<file path="config.mk">
export PLATFORM = sky130hd
export DESIGN_NAME = bsp_ctrl_end_flat
export DESIGN_NICKNAME = d
export VERILOG_FILES = /design/src/bsp_pkg.sv /design/src/bsp_link_if.sv /design/src/bsp_ctrl_end.sv /design/src/bsp_pair_buf.sv /design/src/flat_wrapper.sv
export VERILOG_INCLUDE_DIRS = /design/src
export SDC_FILE = /design/constraint.sdc
export NUM_CORES = 1
export LEC_CHECK = 0
export BUFFER_PORTS_ARGS = -buffer_cell sky130_fd_sc_hd__clkbuf_2
export CAP_MARGIN = 20
export CORE_UTILIZATION = 54
export DETAILED_ROUTE_END_ITERATION = 10
export MAX_ROUTING_LAYER = met4
export PLACE_DENSITY = 0.79
export SKIP_CTS_REPAIR_TIMING = 1
export SLEW_MARGIN = 20
export SYNTH_ARGS = -nofsm -noshare
export SYNTH_HDL_FRONTEND = slang
export SYNTH_SLANG_ARGS = --single-unit
</file>
<file path="constraint.sdc">
create_clock -name clk_i -period 10.1 [get_ports clk_i]
set_input_delay 1.515 -clock clk_i [delete_from_list [all_inputs] [get_ports clk_i]]
set_output_delay 1.515 -clock clk_i [all_outputs]
set_load 0.005 [all_outputs]
</file>
<file path="src/bsp_consts.svh">
// Constants for the burst-of-two port link
`ifndef BSP_CONSTS_SVH
`define BSP_CONSTS_SVH
`define BSP_ADDR_W 19
`define BSP_WORD_W 18
`define BSP_LANE_W 9
`define BSP_LANES 2
`define BSP_DEPTH 524288
`define BSP_SYNC_W 45
`define BSP_STRAP_WAIT 2'h3
`define BSP_CAL_LAST 10'h3FF
`define BSP_PH_RESET 3'h7
`define BSP_ISSUE_PH 3'h5
`define BSP_HALF2_PH 3'h1
`define BSP_SAMPLE0 5'h11
`define BSP_SAMPLE1 5'h15
`endif

</file>
<file path="src/bsp_pkg.sv">
// Types shared by both ends of the port link
`include "bsp_consts.svh"
package bsp_pkg;
  typedef logic [`BSP_ADDR_W-1:0] bsp_addr_t;
  typedef logic [`BSP_WORD_W-1:0] bsp_word_t;
  typedef logic [`BSP_LANES-1:0] bsp_bws_t;
  typedef struct packed {
    bsp_word_t hi;
    bsp_word_t lo;
  } bsp_burst_s;
  typedef enum {BSP_RD_IDLE, BSP_RD_WAIT} bsp_rd_e;
endpackage

</file>
<file path="src/bsp_link_if.sv">
// Link wires between the memory controller and the memory device
`timescale 1ns/10ps
`include "bsp_consts.svh"
interface bsp_link_if;
  import bsp_pkg::*;
  logic in_clk;
  logic in_clk_n;
  logic out_clk;
  logic out_clk_n;
  logic read_port_select_n;
  logic write_port_select_n;
  bsp_addr_t addr;
  bsp_word_t wr_data;
  bsp_bws_t byte_write_select_n;
  bsp_word_t rd_data;
  logic rd_data_oe;
  modport device (
    input in_clk, in_clk_n, out_clk, out_clk_n, read_port_select_n, write_port_select_n,
    input addr, wr_data, byte_write_select_n,
    output rd_data, rd_data_oe
  );
  modport ctrl (
    output in_clk, in_clk_n, out_clk, out_clk_n, read_port_select_n, write_port_select_n,
    output addr, wr_data, byte_write_select_n,
    input rd_data, rd_data_oe
  );
endinterface

</file>
<file path="src/bsp_ctrl_end.sv">
// Memory controller end: makes the link clocks and drives requests
`timescale 1ns/10ps
`include "bsp_consts.svh"
module bsp_ctrl_end
  import bsp_pkg::*;
#(
  parameter bit SINGLE_CLOCK = 1'b0
) (
  input wire logic clk_i,
  input wire logic rst_i,
  bsp_link_if.ctrl link,
  input wire logic rd_req_i,
  input wire bsp_addr_t rd_addr_i,
  output logic rd_ack_o,
  input wire logic wr_req_i,
  input wire bsp_addr_t wr_addr_i,
  input wire logic [2*`BSP_WORD_W-1:0] wr_data_i,
  input wire logic [2*`BSP_LANES-1:0] wr_bws_n_i,
  output logic wr_ack_o,
  output logic rd_valid_o,
  output logic [2*`BSP_WORD_W-1:0] rd_data_o,
  input wire logic rd_ready_i
);
  logic [2:0] ph;
  logic [2:0] next_ph;
  bsp_addr_t wr_addr_q;
  bsp_word_t wr_hi_q;
  bsp_bws_t wr_bws_hi_q;
  bsp_word_t q_s1;
  bsp_word_t q_s2;
  bsp_word_t lo_q;
  logic [4:0] rd_timer;
  bsp_rd_e rd_st;
  logic rd_go;
  logic buf_ready;
  logic buf_push;

  // ****************************************
  // Link clock divider
  // ****************************************
  assign next_ph = ph + 3'h1;

  always_ff @(posedge clk_i or posedge rst_i) begin
    if (rst_i) begin
      ph <= `BSP_PH_RESET;
      link.in_clk <= 1'b0;
      link.in_clk_n <= 1'b1;
      link.out_clk <= SINGLE_CLOCK;
      link.out_clk_n <= 1'b1;
    end else begin
      ph <= next_ph;
      link.in_clk <= ~next_ph[2];
      link.in_clk_n <= next_ph[2];
      link.out_clk <= SINGLE_CLOCK | ~next_ph[2];
      link.out_clk_n <= SINGLE_CLOCK | next_ph[2];
    end
  end

  // ****************************************
  // Request launch
  // ****************************************
  assign rd_go = rd_req_i & (rd_st == BSP_RD_IDLE) & buf_ready;

  always_ff @(posedge clk_i or posedge rst_i) begin
    if (rst_i) begin
      link.read_port_select_n <= 1'b1;
      link.write_port_select_n <= 1'b1;
      link.addr <= '0;
      link.wr_data <= '0;
      link.byte_write_select_n <= '1;
      wr_addr_q <= '0;
      wr_hi_q <= '0;
      wr_bws_hi_q <= '1;
      rd_ack_o <= 1'b0;
      wr_ack_o <= 1'b0;
    end else if (ph == `BSP_ISSUE_PH) begin
      link.read_port_select_n <= ~rd_go;
      link.write_port_select_n <= ~wr_req_i;
      link.addr <= rd_addr_i;
      link.wr_data <= wr_data_i[`BSP_WORD_W-1:0];
      link.byte_write_select_n <= wr_bws_n_i[`BSP_LANES-1:0];
      wr_addr_q <= wr_addr_i;
      wr_hi_q <= wr_data_i[2*`BSP_WORD_W-1:`BSP_WORD_W];
      wr_bws_hi_q <= wr_bws_n_i[2*`BSP_LANES-1:`BSP_LANES];
      rd_ack_o <= rd_go;
      wr_ack_o <= wr_req_i;
    end else if (ph == `BSP_HALF2_PH) begin
      link.read_port_select_n <= 1'b1;
      link.write_port_select_n <= 1'b1;
      link.addr <= wr_addr_q;
      link.wr_data <= wr_hi_q;
      link.byte_write_select_n <= wr_bws_hi_q;
      rd_ack_o <= 1'b0;
      wr_ack_o <= 1'b0;
    end else begin
      rd_ack_o <= 1'b0;
      wr_ack_o <= 1'b0;
    end
  end

  // ****************************************
  // Read return capture
  // ****************************************
  always_ff @(posedge clk_i or posedge rst_i) begin
    if (rst_i) begin
      q_s1 <= '0;
      q_s2 <= '0;
    end else begin
      q_s1 <= link.rd_data;
      q_s2 <= q_s1;
    end
  end

  always_ff @(posedge clk_i or posedge rst_i) begin
    if (rst_i) begin
      rd_st <= BSP_RD_IDLE;
      rd_timer <= 5'h0;
      lo_q <= '0;
    end else begin
      case (rd_st)
        BSP_RD_IDLE: begin
          if (ph == `BSP_ISSUE_PH && rd_go) begin
            rd_st <= BSP_RD_WAIT;
            rd_timer <= 5'h1;
          end
        end
        BSP_RD_WAIT: begin
          rd_timer <= rd_timer + 5'h1;
          if (rd_timer == `BSP_SAMPLE0) begin
            lo_q <= q_s2;
          end
          if (rd_timer == `BSP_SAMPLE1) begin
            rd_st <= BSP_RD_IDLE;
          end
        end
        default: begin
          rd_st <= BSP_RD_IDLE;
        end
      endcase
    end
  end

  assign buf_push = (rd_st == BSP_RD_WAIT) && (rd_timer == `BSP_SAMPLE1);

  bsp_pair_buf u_buf (
    .clk_i(clk_i),
    .rst_i(rst_i),
    .in_valid_i(buf_push),
    .in_data_i({q_s2, lo_q}),
    .in_ready_o(buf_ready),
    .out_valid_o(rd_valid_o),
    .out_data_o(rd_data_o),
    .out_ready_i(rd_ready_i)
  );
endmodule

</file>
<file path="src/bsp_pair_buf.sv">
// Two-entry valid/ready buffer for returned read bursts
`timescale 1ns/10ps
`include "bsp_consts.svh"
module bsp_pair_buf
  import bsp_pkg::*;
#(
  parameter int W = 2 * `BSP_WORD_W
) (
  input wire logic clk_i,
  input wire logic rst_i,
  input wire logic in_valid_i,
  input wire logic [W-1:0] in_data_i,
  output logic in_ready_o,
  output logic out_valid_o,
  output logic [W-1:0] out_data_o,
  input wire logic out_ready_i
);
  logic [W-1:0] head;
  logic [W-1:0] tail;
  logic head_v;
  logic tail_v;
  logic push;
  logic pop;

  assign push = in_valid_i & ~tail_v;
  assign pop = head_v & out_ready_i;
  assign in_ready_o = ~tail_v;
  assign out_valid_o = head_v;
  assign out_data_o = head;

  always_ff @(posedge clk_i or posedge rst_i) begin
    if (rst_i) begin
      head <= '0;
      tail <= '0;
      head_v <= 1'b0;
      tail_v <= 1'b0;
    end else if (pop) begin
      if (tail_v) begin
        head <= tail;
        if (push) begin
          tail <= in_data_i;
        end else begin
          tail_v <= 1'b0;
        end
      end else if (push) begin
        head <= in_data_i;
      end else begin
        head_v <= 1'b0;
      end
    end else if (push) begin
      if (!head_v) begin
        head <= in_data_i;
        head_v <= 1'b1;
      end else begin
        tail <= in_data_i;
        tail_v <= 1'b1;
      end
    end
  end
endmodule

</file>
<file path="src/flat_wrapper.sv">
// flat-port wrapper written by rule: the top's interface ports become plain ports
module bsp_ctrl_end_flat import bsp_pkg::*;
#(
  parameter bit SINGLE_CLOCK = 1'b0
)
  (clk_i, rst_i, rd_req_i, rd_addr_i, rd_ack_o, wr_req_i, wr_addr_i, wr_data_i, wr_bws_n_i, wr_ack_o, rd_valid_o, rd_data_o, rd_ready_i, link_in_clk, link_in_clk_n, link_out_clk, link_out_clk_n, link_read_port_select_n, link_write_port_select_n, link_addr, link_wr_data, link_byte_write_select_n, link_rd_data, link_rd_data_oe);
  bsp_link_if link_i ();
  input wire logic clk_i;
  input wire logic rst_i;
  input wire logic rd_req_i;
  input wire bsp_addr_t rd_addr_i;
  output logic rd_ack_o;
  input wire logic wr_req_i;
  input wire bsp_addr_t wr_addr_i;
  input wire logic [2*`BSP_WORD_W-1:0] wr_data_i;
  input wire logic [2*`BSP_LANES-1:0] wr_bws_n_i;
  output logic wr_ack_o;
  output logic rd_valid_o;
  output logic [2*`BSP_WORD_W-1:0] rd_data_o;
  input wire logic rd_ready_i;
  output wire logic [$bits(link_i.in_clk)-1:0] link_in_clk;
  output wire logic [$bits(link_i.in_clk_n)-1:0] link_in_clk_n;
  output wire logic [$bits(link_i.out_clk)-1:0] link_out_clk;
  output wire logic [$bits(link_i.out_clk_n)-1:0] link_out_clk_n;
  output wire logic [$bits(link_i.read_port_select_n)-1:0] link_read_port_select_n;
  output wire logic [$bits(link_i.write_port_select_n)-1:0] link_write_port_select_n;
  output wire logic [$bits(link_i.addr)-1:0] link_addr;
  output wire logic [$bits(link_i.wr_data)-1:0] link_wr_data;
  output wire logic [$bits(link_i.byte_write_select_n)-1:0] link_byte_write_select_n;
  input wire logic [$bits(link_i.rd_data)-1:0] link_rd_data;
  input wire logic [$bits(link_i.rd_data_oe)-1:0] link_rd_data_oe;
  assign link_in_clk = link_i.in_clk;
  assign link_in_clk_n = link_i.in_clk_n;
  assign link_out_clk = link_i.out_clk;
  assign link_out_clk_n = link_i.out_clk_n;
  assign link_read_port_select_n = link_i.read_port_select_n;
  assign link_write_port_select_n = link_i.write_port_select_n;
  assign link_addr = link_i.addr;
  assign link_wr_data = link_i.wr_data;
  assign link_byte_write_select_n = link_i.byte_write_select_n;
  assign link_i.rd_data = link_rd_data;
  assign link_i.rd_data_oe = link_rd_data_oe;
  bsp_ctrl_end #(.SINGLE_CLOCK(SINGLE_CLOCK)) u_core (.clk_i(clk_i), .rst_i(rst_i), .link(link_i), .rd_req_i(rd_req_i), .rd_addr_i(rd_addr_i), .rd_ack_o(rd_ack_o), .wr_req_i(wr_req_i), .wr_addr_i(wr_addr_i), .wr_data_i(wr_data_i), .wr_bws_n_i(wr_bws_n_i), .wr_ack_o(wr_ack_o), .rd_valid_o(rd_valid_o), .rd_data_o(rd_data_o), .rd_ready_i(rd_ready_i));
endmodule
</file>
## Word level (Yosys, flattened, before mapping)

Index checks and enable logic that the tools add are counted.

- Bits in registers: 252
- Bits of input ports: 102
- Output and inout port bits: 84

- Add/sub/neg operators: 2
- Equal/unequal tests: 12
- Multiplexer cells: 34
- Bitwise logic cells: 8
- Reductions and logical operators: 16

Operators by type and width:

| operator | number |
|---|---|
| 36-bit two-way mux | 9 |
| 32-bit zero test | 2 |
| 32-bit two-way mux | 2 |
| 32-bit one-hot mux with 2 select lines | 1 |
| 19-bit two-way mux | 2 |
| 18-bit two-way mux | 2 |
| 32-bit by 1-bit equality test with 1-bit output, second input constant | 1 |
| 32-bit by 2-bit equality test with 1-bit output, second input constant | 1 |
| 1-bit two-way mux | 14 |
| 5-bit equality test, second input constant | 2 |
| 5-bit one-hot mux with 2 select lines | 1 |
| 2-bit nonzero test | 5 |
| 3-bit AND reduction | 3 |
| 2-bit AND reduction | 4 |
| 2-bit by 1-bit inequality test with 1-bit output, second input constant | 3 |
| 2-bit inequality test, second input constant | 3 |
| 5-bit by 1-bit adder with 5-bit output, second input constant | 1 |
| 5-bit two-way mux | 1 |
| 1-bit AND | 4 |
| 2-bit two-way mux | 2 |
| 1-bit NOT | 4 |
| 3-bit by 1-bit adder with 3-bit output, second input constant | 1 |
| 3-bit by 1-bit equality test with 1-bit output, second input constant | 1 |
| 3-bit equality test, second input constant | 1 |
| 1-bit logical AND | 2 |

## Logic depth before layout (Yosys ltp)

Gate-level depths: netlist (run 1).

- Depth after elaboration: 6
- Mapped depth: 8

## By module

From an unflattened synthesis (run 1), not the netlist that was laid out.

- Cell total of the unflattened synthesis: 695
- Area, all modules: 8632.0 sq um

By module, submodules not included:

| module | times used | cells each | area each (sq um) | sequential area each (sq um) |
|---|---|---|---|---|
| bsp_ctrl_end | 1 | 467 | 5298.8 | 3664.8 |
| bsp_pair_buf | 1 | 228 | 3333.2 | 1851.8 |

## Least setup slack after synthesis (run 1)

OpenSTA, ideal clock, no wires.

- Path type: input to register
- From: input rd_ready_i
- To: register u_core.u_buf.tail[0]
- Setup time: 0.125 ns
- Data arrival time: 2.395 ns
- Data required time: 9.975 ns
- Slack: 7.580 ns
- Stages on the path: 5
- Buffers on the path: 2
- Path through: nor2b_1 -> and3_1 -> buf_6 -> buf_6 -> mux2_4

- Cells in the longest elaborated chain, start to end: 3
- Elaborated cells between the ends (all ways): 5

Ends and longest elaborated chain:

| what | line | source |
|---|---|---|
| start: declaration | flat_wrapper.sv:20 | `input wire logic rd_ready_i;` |
| 1-bit AND * | bsp_pair_buf.sv:26 | `assign pop = head_v & out_ready_i;` |
| 2-bit inequality test (no source line) / 2-bit nonzero test (equally long branches) | -- |  |
| 3-bit AND reduction (no source line) | -- |  |
| end signal: assignment | bsp_pair_buf.sv:41 | `tail <= in_data_i;` |
| end signal: assignment | bsp_pair_buf.sv:55 | `tail <= in_data_i;` |
| end: declaration | bsp_pair_buf.sv:19 | `logic [W-1:0] tail;` |

Mark *: on every way between the ends. The rest lies on a longest branch, timed or not.
A chain may end at the register's enable or synchronous reset.

## Worst setup path after layout (run 1)

- From: input rd_ready_i
- To: register u_core.u_buf.tail[32]

Same word-level chain as after synthesis.

==> run metrics, run 1 <==
critical path startpoint rd_ready_i; Avg WL per Cell 16.9 um; most area-consuming cells after synthesis dfrtp_1 60%, nand2_1 7.0%, a211oi_1 6.2%, mux2_4 5.2%, nor2_1 3.3%; Skew-Pair Late Insertion Delay 0.50 ns; clock skew 0.00814 ns; pwr/cell area 197 nW/um^2; maximum vdd drop 135 uV; max_slew headroom 40.8%; LEAKAGE 5.20 nW; DRT Pass-1 Iters 5; Setup WS pre-CTS 6.60 ns; dpl hpwl 11.4 mm; CTS root buf clkbuf_16; total congestion overflow 0; Netlist cell types 32; multi-input logic area 2910 um^2; Required @ worst endpoint 10.48 ns; # rows 46; width of the chip 129 um; synth-to-layout area growth 21.1%; Final Cycle Share 29.5%; Avg Vias per Cell 5.45; Initial DRC Count 413; CP arrival 3.36 ns; die height 129 um; fraction of layout cells with a size suffix above 1 31.8%; port bufs 184; number of max-slew violations in the final report 0; total track usage 24.8%; Post-synth EDFFs 0; syn nets 869; register bit total from synthesis 220; Clock Sinks 220; global-route wire length before repair 31.6 mm; FF-to-FF Start u_core.u_buf.tail_v$_DFFE_PP0P_; RD Place Congestion 0.758; Vias 6,311; RSZ-0062 raised after global routing no; critical path type in -> reg; CP Launch Type primary input; Reg clk slew, reported paths 0.06 ns; nets 1,033; aggregate routed wire length 19.6 mm; CTS tree built; Starting Density 55.2%; Final Worst Setup Slack 7.12 ns; fin crit period 2.98 ns; Synth Warn # 0; maximum clock frequency 0.335 GHz; FF/Latch Area 5520 um^2; layout filler cell count 1,168; Critical Path Fanout Max 38; CTS Buf Count 23; final setup vio count 0; die footprint 16,700 um^2; Sum Neg Setup Slack 0 ns; Ports 186; Mapped Cells 762; Max Cap Viol 0; async set-reset flop share out of synthesis 100%; Least-Margin Pin Slew 0.888 ns; dominant cell type by area after synthesis dfrtp_1; largest net degree at the start of global routing 150; H-tree level count 1; Hold Startpoint u_core.q_s1[8]$_DFF_PP0_; DRC 0; vias in the first global route 6,226; Final Hold Vio Count 0; number of antenna violations at the first check in global routing 0; Seq/Total Area, Yosys 63.2%; Max Buffers Root-to-Sink 3; Post-DRT Antenna Nets 0; Inserted Diodes 0; Hold WC Path Type reg -> reg; Yosys top cell area share 60.5%; Top FF cell, synth dfrtp_1; syn_area_per_cell 11.5 um^2; core area 15,800 um^2; area of the mapped netlist 8730 um^2; Setup crit end kind flop; status finished, final reports clean
[registers in the layout, summed over array words and instances (netlist names), 2 cells and up]
signal	flops
u_core.link.addr	19
u_core.q_s2	18
u_core.ph	2
u_core.link.byte_write_select_n	2
u_core.wr_bws_hi_q	2
u_core.q_s1	18
u_core.u_buf.tail	36
u_core.u_buf.out_data_o	36
u_core.lo_q	18
u_core.wr_addr_q	19
u_core.rd_timer	5
u_core.link.wr_data	18
u_core.wr_hi_q	18
[path summary, 6_finish.rpt]
kind	endpoint	slack (ns)	cells after the start
min in group asynchronous	u_core.link.addr[15]$_DFFE_PP0P_	1.12	2
worst max register to register	u_core.u_buf.tail[32]$_DFFE_PP0P_	7.65	5
worst min-delay path	u_core.q_s2[8]$_DFF_PP0_	0.35	0
worst max-delay path	u_core.u_buf.tail[32]$_DFFE_PP0P_	7.12	6
worst min register to register	u_core.q_s2[8]$_DFF_PP0_	0.35	0
max in group asynchronous	u_core.u_buf.out_data_o[22]$_DFFE_PP0P_	7.51	3
[worst max-delay path, stage by stage]
cell and delay, ns:
clkbuf_2 0.13, nor2b_2 0.11, buf_4 0.39, and3_2 0.24
buf_4 0.54, mux2_2 0.41
[logic make-up after synthesis]
kind of cell | count (synthesis) | synth area share, %
AO/OA/AOI/OAI | 157 | 12.2
XOR/XNOR | 1 | 0.100
adder cells (fa/ha/maj) | 5 | 0.717
buffers and inverters | 65 | 3.64
flip-flops | 220 | 63.2
multiplexers | 54 | 8.25
AND/OR/NAND/NOR | 260 | 11.9
[final cells by class]
type                    count  area share [%]
multi-input cells         477            27.5
clock buffers              30            6.07
clock inverters            10            1.70
inverters                   7           0.367
repair buffers            197            9.63
well taps                 216            2.56
flip-flops and latches    220            52.2
[stage by stage]
stage	total power, mW	instance area (um^2)	util, %	hold WS, ns	cells
after global placement	1.18	9750	61.6	0.333	1117
after global routing	2.17	10600	66.8	0.352	1157
after CTS	2.10	10600	66.8	0.349	1157
after floorplan	1.12	8730	-	0.331	762
after detailed placement	1.19	9750	61.6	0.336	1117
final	2.08	10600	66.8	0.347	1157
[where the power goes]
part | internal (mW) | total, mW | switching [mW]
clock | 0.574 | 0.911 | 0.337
sequential | 0.952 | 1.01 | 0.0545
combinational | 0.0766 | 0.165 | 0.0887
total | 1.60 | 2.08 | 0.481
[layer usage]
metal / vias up / global-route usage (%) / share of wire [%]
met5: - / - / 0
met4: 0 / 6.16 / 1.1
met3: 16 / 5.41 / 7.4
met2: 223 / 40.4 / 49
met1: 3086 / 31.7 / 43
li1: 2986 / - / -
[cell usage in the layout (no fill, tap or decap), types with 2 or more instances in the layout]
| master | Yosys | final |
|---|---|---|
| nor2_1 | 77 | 77 |
| clkinvlp_4 | 0 | 2 |
| mux2_1 | 10 | 10 |
| nand2_1 | 163 | 163 |
| clkbuf_2 | 0 | 184 |
| a21oi_1 | 4 | 4 |
| or2_2 | 5 | 5 |
| bufinv_16 | 0 | 5 |
| dfrtp_1 | 211 | 211 |
| a211oi_1 | 72 | 72 |
| clkbuf_16 | 0 | 23 |
| inv_1 | 7 | 6 |
| clkbuf_8 | 0 | 4 |
| clkbuf_1 | 27 | 3 |
| nand4_1 | 2 | 2 |
| ha_1 | 5 | 4 |
| dfstp_2 | 9 | 9 |
| and3b_1 | 2 | 2 |
| o22ai_1 | 37 | 37 |
| mux2_2 | 14 | 14 |
| a31oi_1 | 40 | 40 |
| clkinv_2 | 0 | 3 |
| o21ai_0 | 3 | 3 |
| buf_4 | 4 | 13 |
| and3_1 | 3 | 2 |
| mux2_4 | 30 | 30 |
[cells in the mapped netlist (2+ instances only)]
master / number
dfrtp_1: 211
buf_6: 5
buf_2: 17
mux2_4: 30
inv_1: 7
nor2_1: 77
buf_1: 5
clkbuf_1: 27
mux2_1: 10
a31oi_1: 40
buf_4: 4
a211oi_1: 72
or2_2: 5
a21oi_1: 4
o21ai_0: 3
dfstp_2: 9
mux2_2: 14
nand2_1: 163
nand4_1: 2
and2_1: 2
and3b_1: 2
and3_1: 3
o22ai_1: 37
ha_1: 5
Note: power is estimated with default switching activity, not from simulation.
==> inputs of run 2 (changes only) <==
- ABC_AREA: not set -> 1
- CORE_UTILIZATION: 54 -> 49
- PLACE_DENSITY: 0.79 -> 0.76
- clock period: 10.1 -> 2.7 ns (I/O delays scaled with it)
==> run metrics, run 2 <==
Avg Vias per Cell 4.92; global routing usage on met2 34.8%; Final Hold Vio Count 0; Avg WL per Cell 14.2 um; status finished, final reports clean; maximum clock frequency 0.484 GHz; Starting Density 50.7%; core area 16,800 um^2; number of antenna violations at the first check in global routing 0; Synth Warn # 0; DRC 0; vias in the first global route 6,447; Clock Sinks 220; Reg clk slew, reported paths 0.06 ns; Netlist cell types 25; port bufs 184; DRT Pass-1 Iters 5; area of the mapped netlist 8530 um^2; Setup WS pre-CTS 0.679 ns; Setup crit end kind flop; clock skew 0.00648 ns; Seq/Total Area, Yosys 64.6%; dpl hpwl 12.2 mm; register bit total from synthesis 220; critical path startpoint u_core.rd_timer[1]$_DFFE_PP0P_; nets 1,192; fin crit period 2.07 ns; total track usage 22.4%; Sum Neg Setup Slack 0 ns; CP arrival 2.44 ns; CTS root buf clkbuf_16; final setup vio count 0; fraction of layout cells with a size suffix above 1 22.8%; CTS tree built; Post-synth EDFFs 0; syn nets 1,015; CP Launch Type flop; synth-to-layout area growth 22.3%; Initial DRC Count 361; Mapped Cells 908; # rows 47; Max Buffers Root-to-Sink 3; LEAKAGE 5.43 nW; commonest cells after routing, fill and taps aside 327 x nand2_1, 211 x dfrtp_1, 184 x clkbuf_2; Final Cycle Share 76.5%; commonest non-fill, non-tap cell in the layout nand2_1; layout filler cell count 1,423; Final Worst Setup Slack 0.633 ns; Ports 186; die height 134 um; Least-Margin Pin Slew 0.890 ns; pwr/cell area 895 nW/um^2; Top FF cell, synth dfrtp_1; global-route wire length before repair 31.4 mm; GR met1 Demand/Resource 29.2%; RD Place Congestion 0.778; total congestion overflow 0; Hold Startpoint link_rd_data[6]; Vias 6,485; RSZ-0062 raised after global routing no; count leader, synth nand2_1; maximum vdd drop 533 uV; CTS Buf Count 23; die footprint 17,900 um^2; Skew-Pair Late Insertion Delay 0.49 ns; Critical Path Fanout Max 37; GR Util met3 5.10%; Required @ worst endpoint 3.08 ns; FF-to-FF Start u_core.rd_timer[1]$_DFFE_PP0P_; Yosys top cell area share 61.9%; dominant cell type by area after synthesis dfrtp_1; GR peak layer met2; async set-reset flop share out of synthesis 100%; most area-consuming cells after synthesis dfrtp_1 62%, nand2_1 14%, o21ai_0 5.6%, inv_1 2.9%, a31oi_1 2.9%; Post-DRT Antenna Nets 0; aggregate routed wire length 18.6 mm; Final Power 9.34 mW; max_slew headroom 40.6%; H-tree level count 1; number of max-slew violations in the final report 0; largest net degree at the start of global routing 151; Max Cap Viol 0; Synth top cells by count 327 x nand2_1, 211 x dfrtp_1, 95 x o21ai_0, 67 x inv_1, 46 x nor2_1; Hold WC Path Type in -> reg; syn_area_per_cell 9.40 um^2; width of the chip 134 um; critical path type reg -> reg; Inserted Diodes 0
## run 2: routing by layer
layer  vias to the layer above  wire length (um)
met2                       219              8760
met1                      3000              8150
met3                        37              1280
met5                         -                 0
met4                         0               455
li1                       3229                 -
## run 2: kinds of logic (layout without fill, tap and decap cells)
| family | Yosys count | in the layout | synth area share (%) |
|---|---|---|---|
| buffers and inverters | 120 | 309 | 6.03 |
| adders and majority gates | 5 | 5 | 0.733 |
| and+or+nand+nor | 425 | 425 | 19.9 |
| xor gates and xnor gates | 1 | 1 | 0.103 |
| AOI/OAI and AO/OA | 137 | 137 | 8.61 |
| DFF | 220 | 220 | 64.6 |
## run 2: final cells by class
type,instances,area [um^2],share of cell area [%]
Clock buffer,33,663,6.35
Sequential cell,220,5520,52.9
Timing Repair Buffer,203,1110,10.7
Inverter,69,263,2.52
Multi-Input combinational cell,568,2510,24.0
Tap cell,220,275,2.64
Clock inverter,4,95.1,0.911
## run 2: metrics by stage
step / hold slack (ns) / utilization (%) / cells / instance area [um^2]
CTS: -0.00499 / 61.8 / 1312 / 10400
global placement: 0.334 / 57.2 / 1275 / 9630
floorplan: 0.331 / - / 908 / 8540
finish: 0.0145 / 62.1 / 1317 / 10400
detailed placement: 0.335 / 57.2 / 1275 / 9630
global route: 0.00187 / 62.1 / 1317 / 10400
## run 2: critical path, cell delays in order, from the launching register on
cell	delay (ns)
dfrtp_1	0.43
inv_1	0.11
ha_1	0.16
nand2_1	0.07
inv_1	0.11
nand3_4	0.12
nand2_4	0.36
nand2_4	0.35
nand2_1	0.16
nand2_1	0.07
## run 2: final timing paths
kind | to | slack, ns | cells after the start
worst max register to register | u_core.u_buf.out_data_o[5]$_DFFE_PP0P_ | 0.63 | 9
worst min register to register | u_core.q_s2[10]$_DFF_PP0_ | 0.35 | 0
max in group asynchronous | u_core.link.addr[17]$_DFFE_PP0P_ | 1.90 | 3
worst min-delay path | u_core.q_s1[6]$_DFF_PP0_ | 0.01 | 1
worst max-delay path | u_core.u_buf.out_data_o[5]$_DFFE_PP0P_ | 0.63 | 9
min in group asynchronous | u_core.wr_addr_q[2]$_DFFE_PP0P_ | 0.05 | 3
## run 2: power by group
part | internal [mW] | switching, mW | total (mW)
clock | 1.97 | 1.21 | 3.19
combinational | 0.679 | 0.963 | 1.64
sequential | 4.07 | 0.439 | 4.51
total | 6.72 | 2.62 | 9.34
